## src/design/dio_defines.svh

```systemverilog
// Constants for the drive digital I/O state readback block.
// Assumes it is included by bare name from the package and the design.
`ifndef DIO_DEFINES_SVH
`define DIO_DEFINES_SVH

// Parameter numbers under which the two words are read.
`define DIO_PAR_INPUT     16'h0297
`define DIO_PAR_OUTPUT    16'h0298

// Field positions inside the two words.
`define DIO_BIT_NEG       0
`define DIO_BIT_POS       1
`define DIO_BIT_HOME      2
`define DIO_BIT_BRAKE     0
`define DIO_BIT_PHYS      16

// Channel counts and word width.
`define DIO_NUM_IN        3
`define DIO_NUM_OUT       2
`define DIO_WORD_W        32

// Function select code meaning that no channel is assigned.
`define DIO_SEL_NONE      2'h0

// Reset values of the words and the answer data.
`define DIO_WORD_RESET    32'h0000_0000

`endif

```

## src/design/dio_pkg.sv

```systemverilog
// Types for the drive digital I/O state readback block.
// Assumes the constants header is on the include path.
`include "dio_defines.svh"

package dio_pkg;

    // Function assignment: a select of 0 means unassigned, n means channel n-1.
    typedef struct packed {
        logic [1:0] selNeg;
        logic [1:0] selPos;
        logic [1:0] selHome;
        logic [1:0] selBrake;
    } dio_cfg_s;

    // Parameter access request from the fieldbus side, one cycle long.
    typedef struct packed {
        logic        valid;
        logic        write;
        logic [15:0] num;
        logic [31:0] wdata;
    } dio_req_s;

    // Parameter access answer, ack is a one-cycle pulse.
    typedef struct packed {
        logic        ack;
        logic        err;
        logic [31:0] data;
    } dio_rsp_s;

    // Whole registered state of the readback block.
    typedef struct packed {
        logic [31:0] inWord;
        logic [31:0] outWord;
        dio_rsp_s    rsp;
    } dio_state_s;

endpackage : dio_pkg

```

## src/design/dio_state_readback.sv

```systemverilog
// Digital input and output state words of a servo drive, readable by
// parameter number from the fieldbus side.
// Assumes raw input pins are asynchronous, while the output states, the
// function configuration and the parameter requests come from logic on
// clk_sys.
`timescale 1ns/1ns
`include "dio_defines.svh"

module dio_state_readback
    import dio_pkg::*;
(
    // Clock and reset
    input  wire logic                    clk_sys,
    input  wire logic                    resetn,
    // Physical channels
    input  wire logic [`DIO_NUM_IN-1:0]  pinIn,
    input  wire logic [`DIO_NUM_OUT-1:0] outState,
    // Function assignment
    input  wire dio_cfg_s                cfg,
    // Parameter access
    input  wire dio_req_s                req,
    output dio_rsp_s                     rsp,
    // Live state words
    output logic [`DIO_WORD_W-1:0]       inWord,
    output logic [`DIO_WORD_W-1:0]       outWord
);

    // All registered state in one word, so reset and update stay in step
    // and no output can lag another by an edge.
    dio_state_s st_reg;
    dio_state_s st_next;

    // Live words are built combinationally from the synchronised pins and
    // the same-clock output states; only their registered copy is visible.
    logic [`DIO_NUM_IN-1:0] syncIn;
    logic                   negSrc;
    logic                   posSrc;
    logic                   homeSrc;
    logic                   brakeSrc;
    logic [`DIO_WORD_W-1:0] inLive;
    logic [`DIO_WORD_W-1:0] outLive;
    logic                   isInNum;
    logic                   isOutNum;

    // Pins are asynchronous, so nothing reads them before two flip-flops.
    dio_sync #(
        .WIDTH    (`DIO_NUM_IN)
    ) uSync (
        .clk_sys  (clk_sys),
        .resetn   (resetn),
        .pinAsync (pinIn),
        .pinSync  (syncIn)
    );

    // Picks an input channel by select code; code zero picks nothing.
    function automatic logic pickIn(input logic [1:0] sel,
                                    input logic [`DIO_NUM_IN-1:0] bits);
        logic [1:0] idx;
        idx = sel - 2'h1;
        if (sel == `DIO_SEL_NONE)
            pickIn = 1'b0;
        else
            pickIn = bits[idx];
    endfunction : pickIn

    // Picks an output channel; codes beyond the channel count pick nothing.
    function automatic logic pickOut(input logic [1:0] sel,
                                     input logic [`DIO_NUM_OUT-1:0] bits);
        logic idx;
        idx = 1'(sel - 2'h1);
        if (sel == `DIO_SEL_NONE || sel > 2'(`DIO_NUM_OUT))
            pickOut = 1'b0;
        else
            pickOut = bits[idx];
    endfunction : pickOut

    // Function flags follow whichever channel software assigned.
    assign negSrc   = pickIn(cfg.selNeg, syncIn);
    assign posSrc   = pickIn(cfg.selPos, syncIn);
    assign homeSrc  = pickIn(cfg.selHome, syncIn);
    assign brakeSrc = pickOut(cfg.selBrake, outState);

    // Each word bit is built by position; unlisted positions stay zero.
    for (genvar b = 0; b < `DIO_WORD_W; b++) begin : gBits
        if (b == `DIO_BIT_NEG) begin : gNeg
            assign inLive[b] = negSrc;
        end else if (b == `DIO_BIT_POS) begin : gPos
            assign inLive[b] = posSrc;
        end else if (b == `DIO_BIT_HOME) begin : gHome
            assign inLive[b] = homeSrc;
        end else if (b >= `DIO_BIT_PHYS &&
                     b < `DIO_BIT_PHYS + `DIO_NUM_IN) begin : gInPhys
            assign inLive[b] = syncIn[b-`DIO_BIT_PHYS];
        end else begin : gInZero
            assign inLive[b] = 1'b0;
        end
        if (b == `DIO_BIT_BRAKE) begin : gBrake
            assign outLive[b] = brakeSrc;
        end else if (b >= `DIO_BIT_PHYS &&
                     b < `DIO_BIT_PHYS + `DIO_NUM_OUT) begin : gOutPhys
            assign outLive[b] = outState[b-`DIO_BIT_PHYS];
        end else begin : gOutZero
            assign outLive[b] = 1'b0;
        end
    end

    // Request decode against the two parameter numbers.
    assign isInNum  = (req.num == `DIO_PAR_INPUT);
    assign isOutNum = (req.num == `DIO_PAR_OUTPUT);

    // Next state: words refresh every cycle, a request is answered on the next edge.
    // Reads return the word as it stood when the request arrived, so an
    // answer never mixes two samples of the channels.
    always_comb begin
        st_next         = st_reg;
        st_next.inWord  = inLive;
        st_next.outWord = outLive;
        st_next.rsp.ack = 1'b0;
        if (req.valid) begin
            st_next.rsp.ack = 1'b1;
            if (req.write) begin
                // Both words are read-only; data is left as it was.
                st_next.rsp.err = 1'b1;
            end else if (isInNum) begin
                st_next.rsp.err  = 1'b0;
                st_next.rsp.data = st_reg.inWord;
            end else if (isOutNum) begin
                st_next.rsp.err  = 1'b0;
                st_next.rsp.data = st_reg.outWord;
            end else begin
                st_next.rsp.err  = 1'b1;
                st_next.rsp.data = `DIO_WORD_RESET;
            end
        end
    end

    // Single register for all state.
    always_ff @(posedge clk_sys or negedge resetn) begin
        if (!resetn) begin
            st_reg.inWord   <= `DIO_WORD_RESET;
            st_reg.outWord  <= `DIO_WORD_RESET;
            st_reg.rsp.ack  <= 1'b0;
            st_reg.rsp.err  <= 1'b0;
            st_reg.rsp.data <= `DIO_WORD_RESET;
        end else begin
            st_reg <= st_next;
        end
    end

    // Outputs all come straight from the state register.
    assign rsp     = st_reg.rsp;
    assign inWord  = st_reg.inWord;
    assign outWord = st_reg.outWord;
endmodule : dio_state_readback

```

## src/design/dio_sync.sv

```systemverilog
// Two-stage synchroniser for a group of asynchronous pins.
// Assumes one clock and an asynchronous active-low reset.
`timescale 1ns/1ns
`include "dio_defines.svh"

module dio_sync
    import dio_pkg::*;
#(
    parameter int WIDTH = `DIO_NUM_IN
) (
    // Clock and reset
    input  wire logic             clk_sys,
    input  wire logic             resetn,
    // Pins and synchronised levels
    input  wire logic [WIDTH-1:0] pinAsync,
    output logic      [WIDTH-1:0] pinSync
);

    // Both stages live in one state word; the first is read only by the
    // second, so a metastable first stage never reaches any logic.
    typedef struct packed {
        logic [WIDTH-1:0] stage1;
        logic [WIDTH-1:0] stage2;
    } dio_sync_s;

    dio_sync_s st_reg;
    dio_sync_s st_next;

    // The first stage takes the pins, the second takes the first.
    always_comb begin
        st_next.stage1 = pinAsync;
        st_next.stage2 = st_reg.stage1;
    end

    // Clearing both stages keeps a released reset from showing stale pins.
    always_ff @(posedge clk_sys or negedge resetn) begin
        if (!resetn) begin
            st_reg <= '0;
        end else begin
            st_reg <= st_next;
        end
    end

    // Only the second stage is seen outside.
    assign pinSync = st_reg.stage2;

endmodule : dio_sync

```

## config.mk

```make
export PLATFORM = sky130hd
export DESIGN_NAME = dio_state_readback
export DESIGN_NICKNAME = d
export VERILOG_FILES = /design/src/design/dio_pkg.sv /design/src/design/dio_state_readback.sv /design/src/design/dio_sync.sv
export VERILOG_INCLUDE_DIRS = /design/src /design/src/design
export SDC_FILE = /design/constraint.sdc
export NUM_CORES = 1
export LEC_CHECK = 0
export BUFFER_PORTS_ARGS = -buffer_cell sky130_fd_sc_hd__buf_2
export CORE_MARGIN = 10
export CORE_UTILIZATION = 37
export DETAILED_ROUTE_END_ITERATION = 8
export PLACE_DENSITY = 0.85
export SYNTH_ARGS = -nofsm -noshare
export SYNTH_HDL_FRONTEND = slang
export SYNTH_SLANG_ARGS = --single-unit
export TNS_END_PERCENT = 30
```

## constraint.sdc

```tcl
create_clock -name clk_sys -period 2.6 [get_ports clk_sys]
set_input_delay 0.78 -clock clk_sys [delete_from_list [all_inputs] [get_ports clk_sys]]
set_output_delay 0.78 -clock clk_sys [all_outputs]
set_load 0.02 [all_outputs]
```

==> results of run 1 <==
[state kept, by name (all words and copies together), names as in the netlist]
| signal | count |
|---|---|
| rsp | 8 |
| inWord | 6 |
| outWord | 3 |
| uSync.pinSync | 3 |
| uSync.st_next | 3 |
[cells by family after synthesis]
group | count (synthesis) | synth area share
AOI/OAI and AO/OA | 14 | 0.0539
DFF | 23 | 0.382
other | 1 | 0.00249
and+or+nand+nor | 25 | 0.0905
muxes | 3 | 0.0224
buffers and inverters | 89 | 0.424
adders and majority gates | 3 | 0.0249
[routing by layer]
layer / wire length, um / global-route usage
met1: 1090 / 0.0755
met2: 1880 / 0.167
met3: 434 / 0.0557
met4: 9 / 0.0213
met5: 0 / 0
[synthesized netlist by cell type (2+ instances only)]
master / n / share of area
buf_4: 81 / 0.40
dfrtp_1: 23 / 0.38
nand2_1: 13 / 0.032
inv_1: 6 / 0.015
o21ai_1: 6 / 0.020
a21oi_1: 3 / 0.010
a22oi_1: 3 / 0.015
ha_1: 3 / 0.025
mux2_2: 3 / 0.022
nand3_1: 3 / 0.010
or4_1: 2 / 0.010
[worst max path at each step]
stage,startpoint,endpoint,cells past startpoint
after floorplan,req[45],rsp[32],4
after global placement,req[37],rsp[32],4
after detailed placement,req[37],rsp[32],4
after CTS,req[37],rsp[32],4
after global routing,req[37],rsp[32],4
final,req[37],rsp[32],4
[power groups by stage]
stage	logic, mW	registers (mW)	clock network (mW)
2_1_floorplan	0.220	0.400	0
3_3_place_gp	0.186	0.387	0
3_5_place_dp	0.189	0.388	0
4_1_cts	0.189	0.381	0.232
5_1_grt	0.210	0.383	0.250
6_report	0.194	0.380	0.218
[final cells by class]
cell class	count	area, sq um	area share
tap	50	62.6	0.0404
sequential	23	576	0.372
clock inverter	1	7.51	0.00485
clock buffer	3	41.3	0.0267
inverter	6	22.5	0.0146
multi-input combinational	126	593	0.383
timing repair buffer	49	245	0.158
[through the flow]
stage,hold WS [ns],area (sq um),utilization
after floorplan,0.331,1810,-
after global placement,0.331,1500,0.377
after detailed placement,0.337,1500,0.377
after CTS,0.357,1550,0.390
after global routing,0.378,1550,0.390
final,0.354,1550,0.390
[worst max-delay path: stages]
cell and delay (ns):
buf_2 0.09, or4b_1 0.52, or4_1 0.67, o22a_1 0.22
==> summary.md, run 1 <==
| Metric | Value |
|---|---|
| Switching Share | `0.344` |
| Setup WS post-layout | `0.471 ns` |
| Seq/Total Area, Yosys | `0.382` |
| GRT Overall Usage | `0.0884` |
| Most frequent cells in the layout | `conb_1, buf_2, dfrtp_1, nand2_1` |
| Die area | `0.00703 sq mm` |
| I/O pin total | `163` |
| Max Buffers Root-to-Sink | `2` |
| Post-synth EDFFs | `0` |
| Reg-to-reg endpoint | `inWord[1]` |
| Pre-antenna DRT Iters | `4` |
| Post-layout minimum cycle time | `2.13 ns` |
| Clock network fraction of design power | `0.276` |
| Syn_area_per_cell | `9.54 sq um` |
| Fillers | `431` |
| Area grow syn2layout | `2.66%` |
| Final Skew | `0.00366 ns` |
| Post-route clock period utilization | `0.819` |
| Initial DRC count | `43` |
| Final Hold Fails | `0` |
| Startpoint types | `primary input` |
| Max-cap violations | `0` |
| CTS resizes | `0` |
| Crit. End Element | `flop` |
| Antenna Violating Nets Remaining | `0` |
| Routed vias/inst | `3.59` |
| Chip width | `83.8 um` |
| Detailed placement HPWL | `3.10 mm` |
| WHS Path Cells | `0` |
| Placer Congestion | `0.703` |
| Relative slew slack | `0.561` |
| Worst EP required | `2.75 ns` |
| Diodes inserted | `0` |
| Power per standard cell area | `512 mW/mm^2` |
| Core Area | `0.00397 sq mm` |
| Fin nets | `277` |
| Crit-path max FO | `7` |
| Clock Pin Slew Worst Setup and Hold Paths | `0.08 ns` |
| Crit Path Class | `primary input to flop` |
| Netlist cell types | `23` |
| CTS Root Cell | `clkbuf_8` |
| Total routed wirelength | `3.41 mm` |
| Share of async-settable or async-resettable flops after synthesis | `1.00` |
| Lkg Pwr | `0.886 nW` |
| # Post-CTS Setup Buffers | `0` |
| Vias | `926` |
| Total power | `793 uW` |
| Status | `finished, final reports clean` |
| DP Worst Slack | `0.181 ns` |
| Total CTS buffers | `3` |
| Placed cells | `254` |
| Chip Height | `83.8 um` |
| Slew @ Worst Pin | `0.649 ns` |
| #FFs+latches synth | `23` |
| Fmax | `0.470 GHz` |
| Setup-failing EPs final | `0` |
| Synth warn | `0` |
| Reg2reg setup slack | `1.67 ns` |
| Path category of the worst min-delay check | `flop to flop` |
| Final cell count without fillers | `258` |
| HP Start | `uSync.st_next[0]` |
| Initial Util | `0.380` |
| Clk_lat worst skew | `0.26 ns` |
| Slew Viols, Final | `0` |
| CTS tree | `yes` |
| CTS H-tree depth | `1` |
| Buffers on Ports | `49` |
| Clock sinks | `23` |
| Initial antenna violation count | `0` |
| Hold-critical path endpoint | `uSync.pinSync[0]` |
| DRC viols | `0` |
| Syn Std Cell Area | `0.00151 sq mm` |
| Worst VDD drop | `0.366 mV` |
| Ratio of cells with drive above 1 in the final layout | `0.269` |
| Seq pwr share | `0.480` |
| Setup TNS | `0 ns` |
| Worst r2r path cells | `3` |
| Net Switching | `273 uW` |
| Commonest non-fill, non-tap cell in the layout | `conb_1` |
| Combinational power share | `0.245` |
| Num rows | `23` |
| Drt wl/cell | `13.2 um` |
| Vias in the first global route | `1,073` |
| First-pass GRT wire length | `5.20 mm` |
| Largest net degree at the start of global routing | `24` |
| GRT overflow | `0` |
| Worst R2R Start | `uSync.pinSync[2]` |
| Worst path arrival time | `2.28 ns` |
| RSZ-0062 raised after global routing | `no` |
| Post-synthesis cell count | `158` |
| Int Power | `520 uW` |
| Hold-fix buffers, CTS | `0` |
| Synth Flop Type | `dfrtp_1` |
No activity file was read; power rests on OpenSTA's default activity.
==> inputs of run 2 (changes only) <==
Settings changed: CORE_UTILIZATION 37 to 35, PLACE_DENSITY 0.85 to 0.81.
Clock period 2.6 ns to 2.2 ns, I/O delays scaled along.
==> run 2 against run 1 <==
Effect of this change:
- cell count up 0.39%
- via count down 0.11%
- first-iteration DRC count down 16%
- die area up 4.3%
- worst setup slack worse by 0.28 ns
- global-route usage down 0.21 points
- critical path type unchanged
==> summary.md, run 2 (synthesis results as in run 1) <==
| Metric | Value |
|---|---|
| Worst EP required | `2.35 ns` |
| Relative slew slack | `0.558` |
| Int Power | `613 uW` |
| Routed vias/inst | `3.57` |
| Ratio of cells with drive above 1 in the final layout | `0.273` |
| Power per standard cell area | `597 mW/mm^2` |
| CTS Root Cell | `clkbuf_8` |
| Fmax | `0.499 GHz` |
| Buffers on Ports | `49` |
| Final Skew | `0.00275 ns` |
| Clock network fraction of design power | `0.267` |
| Initial Util | `0.369` |
| Crit. path cell count | `4` |
| I/O pin total | `163` |
| Hold-fix buffers, CTS | `0` |
| Worst path arrival time | `2.15 ns` |
| First-pass GRT wire length | `5.26 mm` |
| Diodes inserted | `0` |
| DP Area | `0.00151 sq mm` |
| Vias | `925` |
| Fillers | `444` |
| # Post-CTS Setup Buffers | `0` |
| Core Area | `0.00409 sq mm` |
| CP cell instances | `buf_2, or4_1, or4_1, o22a_1` |
| Cell family with most CP delay | `simple AND/OR/NAND/NOR gates` |
| Fin nets | `278` |
| Path category of the worst min-delay check | `flop to flop` |
| GRT overflow | `0` |
| Clock Pin Slew Worst Setup and Hold Paths | `0.08 ns` |
| Startpoint types | `primary input` |
| WHS | `0.355 ns` |
| Largest net degree at the start of global routing | `24` |
| Detailed placement HPWL | `3.16 mm` |
| DP Worst Slack | `-0.0782 ns` |
| Setup WS post-layout | `0.195 ns` |
| Slew @ Worst Pin | `0.653 ns` |
| Pre-antenna DRT Iters | `4` |
| Largest Register | `rsp` |
| Initial DRC count | `36` |
| Final Hold Fails | `0` |
| Chip Height | `85.6 um` |
| Placer Congestion | `0.687` |
| Crit Path Class | `primary input to flop` |
| Fin area | `0.00155 sq mm` |
| Total routed wirelength | `3.42 mm` |
| Post-route clock period utilization | `0.912` |
| Crit-path max FO | `7` |
| Total CTS buffers | `3` |
| Combinational power share | `0.248` |
| GRT Overall Usage | `0.0863` |
| Multi-input logic area | `593 sq um` |
| Reg area | `576 sq um` |
| CTS resizes | `0` |
| Largest register FFs | `8` |
| CTS H-tree depth | `1` |
| Die area | `0.00733 sq mm` |
| Max-cap violations | `0` |
| Switching Share | `0.339` |
| Setup-failing EPs final | `0` |
| Clk_lat worst skew | `0.25 ns` |
| CP max stage cell | `or4_1` |
| Drt wl/cell | `13.2 um` |
| RSZ-0062 raised after global routing | `no` |
| Chip width | `85.6 um` |
| Vias in the first global route | `1,070` |
| Crit. End Element | `flop` |
| WHS Path Cells | `0` |
| Clock sinks | `23` |
| Net Switching | `314 uW` |
| Worst r2r path cells | `3` |
| Lkg Pwr | `0.895 nW` |
| Worst Path Buf+Inv | `1` |
| Slew Viols, Final | `0` |
| Area grow syn2layout | `2.99%` |
| Worst VDD drop | `0.508 mV` |
| Top Registers | `rsp x8, inWord x6` |
| Seq pwr share | `0.484` |
| DRC viols | `0` |
| Most frequent cells in the layout | `conb_1, buf_2, dfrtp_1, nand2_1` |
| Antenna Violating Nets Remaining | `0` |
| Commonest non-fill, non-tap cell in the layout | `conb_1` |
| Post-layout minimum cycle time | `2.01 ns` |
| Initial antenna violation count | `0` |
| Slowest stage delay, CP | `0.68 ns` |
| Num rows | `23` |
| CTS tree | `yes` |
| Status | `finished, final reports clean` |
| Max Buffers Root-to-Sink | `2` |
| Critical path's most frequent cell | `or4_1` |
[run 2: cell type report]
| type | instances | share of cell area |
|---|---|---|
| tap | 50 | 0.0403 |
| clock buffer | 3 | 0.0266 |
| multi-input combinational | 126 | 0.382 |
| timing repair buffer | 50 | 0.163 |
| clock inverter | 1 | 0.00322 |
| inverter | 6 | 0.0145 |
| sequential | 23 | 0.371 |
[run 2: final timing paths]
check / from / to / slack, ns
min in group asynchronous: resetn / uSync.pinSync[2] / 0.36
worst min-delay path: uSync.st_next[0] / uSync.pinSync[0] / 0.35
max in group asynchronous: resetn / outWord[0] / 1.51
worst max register to register: uSync.pinSync[0] / inWord[1] / 1.27
worst min register to register: uSync.st_next[0] / uSync.pinSync[0] / 0.35
worst max-delay path: req[45] / rsp[32] / 0.19
[run 2: routing by layer]
layer	track usage	wire, um	vias to the layer above
li1	-	-	445
met1	0.0666	947	422
met2	0.176	2010	56
met3	0.0558	459	2
met4	0.00898	4	0
met5	0	0	-
[run 2: through the flow]
| stage | utilization | power (mW) | setup TNS (ns) | cells |
|---|---|---|---|---|
| 4_1_cts | 0.380 | 0.938 | 0 | 259 |
| 5_1_grt | 0.380 | 0.988 | 0 | 259 |
| 2_1_floorplan | - | 0.732 | 0 | 238 |
| 3_3_place_gp | 0.369 | 0.678 | -0.0692 | 255 |
| 6_report | 0.380 | 0.927 | 0 | 259 |
| 3_5_place_dp | 0.369 | 0.683 | -0.105 | 255 |
[run 2: power groups by stage]
stage               combinational [mW]  clock [mW]  sequential [mW]
floorplan                        0.260           0            0.472
global placement                 0.221           0            0.457
detailed placement               0.225           0            0.458
CTS                              0.225       0.263            0.449
global route                     0.252       0.284            0.452
finish                           0.230       0.248            0.449
==> inputs of run 3 (changes only) <==
Settings changed: MAX_ROUTING_LAYER set to met4.
==> run 3 against run 2 <==
Effect of this change:
- register-to-register slack hardly changed
- cell count unchanged
- wire length shrank 0.12%
- largest cell class unchanged
==> summary.md, run 3 (synthesis results as in run 1) <==
| Metric | Value |
|---|---|
| Status | `finished, final reports clean` |
| Initial DRC count | `43` |
| Ratio of cells with drive above 1 in the final layout | `0.273` |
| CTS tree | `yes` |
| Core Area | `0.00409 sq mm` |
| Multi-input logic area | `593 sq um` |
| Initial Util | `0.369` |
| Initial antenna violation count | `0` |
| Clock Pin Slew Worst Setup and Hold Paths | `0.07 ns` |
| Worst EP required | `2.35 ns` |
| First-pass GRT wire length | `5.24 mm` |
| Chip width | `85.6 um` |
| Setup-failing EPs final | `0` |
| Area grow syn2layout | `2.99%` |
| Routed vias/inst | `3.54` |
| Worst VDD drop | `0.510 mV` |
| Crit path launch | `req[45]` |
| Power per standard cell area | `597 mW/mm^2` |
| Antenna Violating Nets Remaining | `0` |
| CTS Root Cell | `clkbuf_8` |
| Num rows | `23` |
| Post-layout util | `0.380` |
| Worst Path Buf+Inv | `1` |
| DRC viols | `0` |
| Worst path arrival time | `2.16 ns` |
| Worst R2R Start | `uSync.pinSync[0]` |
| Buffers on Ports | `49` |
| Detailed placement HPWL | `3.16 mm` |
| Die area | `0.00733 sq mm` |
| Largest Register | `rsp` |
| Largest net degree at the start of global routing | `24` |
| Placer Congestion | `0.694` |
| Largest register FFs | `8` |
| Pre-antenna DRT Iters | `3` |
| Slew @ Worst Pin | `0.653 ns` |
| Startpoint types | `primary input` |
| Max Buffers Root-to-Sink | `2` |
| Reg area | `576 sq um` |
| Crit Path Class | `primary input to flop` |
| Slew Viols, Final | `0` |
| Max-cap violations | `0` |
| Setup TNS | `0 ns` |
| Diodes inserted | `0` |
| Cell family with most CP delay | `simple AND/OR/NAND/NOR gates` |
| Lkg Pwr | `0.895 nW` |
| CTS resizes | `0` |
| Post-route clock period utilization | `0.913` |
| CP cell instances | `buf_2, or4_1, or4_1, o22a_1` |
| Drt wl/cell | `13.2 um` |
| Crit. path cell count | `4` |
| Slowest stage delay, CP | `0.68 ns` |
| # Post-CTS Setup Buffers | `0` |
| Crit-path max FO | `7` |
| Worst r2r path cells | `3` |
| Clk_lat worst skew | `0.25 ns` |
| Vias | `918` |
| Total routed wirelength | `3.41 mm` |
| Reg2reg setup slack | `1.27 ns` |
| Final Skew | `0.000972 ns` |
| CP max stage cell | `or4_1` |
| Final Hold Fails | `0` |
| Most frequent cells in the layout | `conb_1, buf_2, dfrtp_1, nand2_1` |
| Commonest non-fill, non-tap cell in the layout | `conb_1` |
| Critical path's most frequent cell | `or4_1` |
| I/O pin total | `163` |
| RSZ-0062 raised after global routing | `no` |
| Fillers | `444` |
| Post-layout minimum cycle time | `2.01 ns` |
| CTS H-tree depth | `1` |
| Hold-fix buffers, CTS | `0` |
| Crit. End Element | `flop` |
| Total power | `926 uW` |
| Crit path capture | `rsp[32]` |
| Vias in the first global route | `1,067` |
| Clock sinks | `23` |
| Top Registers | `rsp x8, inWord x6` |
| Fmax | `0.498 GHz` |
| GRT overflow | `0` |
| Path category of the worst min-delay check | `flop to flop` |
| Fin nets | `278` |
| Chip Height | `85.6 um` |
| Reg-to-reg endpoint | `inWord[1]` |
| Relative slew slack | `0.558` |
| Total CTS buffers | `3` |
| GRT Overall Usage | `0.0884` |
run 3: cell counts in the layout (fill, tap and decap cells not counted):
No cell type changed its count.
run 3: how the worst min path moves through the flow:
stage          slack, ns  cells after the start             start                to
6_report            0.35                      0  uSync.st_next[0]  uSync.pinSync[0]
5_1_grt             0.37                      0  uSync.st_next[1]  uSync.pinSync[1]
4_1_cts             0.36                      0  uSync.st_next[0]  uSync.pinSync[0]
3_5_place_dp        0.34                      0  uSync.st_next[0]  uSync.pinSync[0]
3_3_place_gp        0.33                      0  uSync.st_next[0]  uSync.pinSync[0]
2_1_floorplan       0.33                      0  uSync.st_next[0]  uSync.pinSync[0]
run 3: report_power, final:
| part | switching [mW] | total [mW] | internal (mW) |
|---|---|---|---|
| sequential | 0.00893 | 0.449 | 0.440 |
| clock | 0.121 | 0.247 | 0.126 |
| combinational | 0.183 | 0.230 | 0.0472 |
| total | 0.313 | 0.926 | 0.613 |
run 3: area by class of cell:
type	instances	area share
Clock inverter	1	0.00322
Multi-Input combinational cell	126	0.382
Timing Repair Buffer	50	0.163
Sequential cell	23	0.371
Tap cell	50	0.0403
Inverter	6	0.0145
Clock buffer	3	0.0266
run 3: worst register-to-register path, stage by stage, from the launching register on:
cell	delay, ns
dfrtp_1	0.41
mux2_2	0.28
nand2_1	0.06
a21oi_1	0.06
run 3: routing by layer:
layer  share of wire  global-route usage
met1            0.28              0.0666
met2            0.59               0.176
met3            0.13              0.0539
met4          0.0012             0.00898
met5               0                   -
run 3: metrics by stage:
stage	std cells	cell area, sq um	hold WS, ns	setup WS, ns
after floorplan	238	1810	0.331	0.103
after global placement	255	1510	0.331	-0.0692
after detailed placement	255	1510	0.341	-0.0782
after CTS	259	1550	0.360	0.201
after global routing	259	1550	0.367	0.161
final	259	1550	0.354	0.192
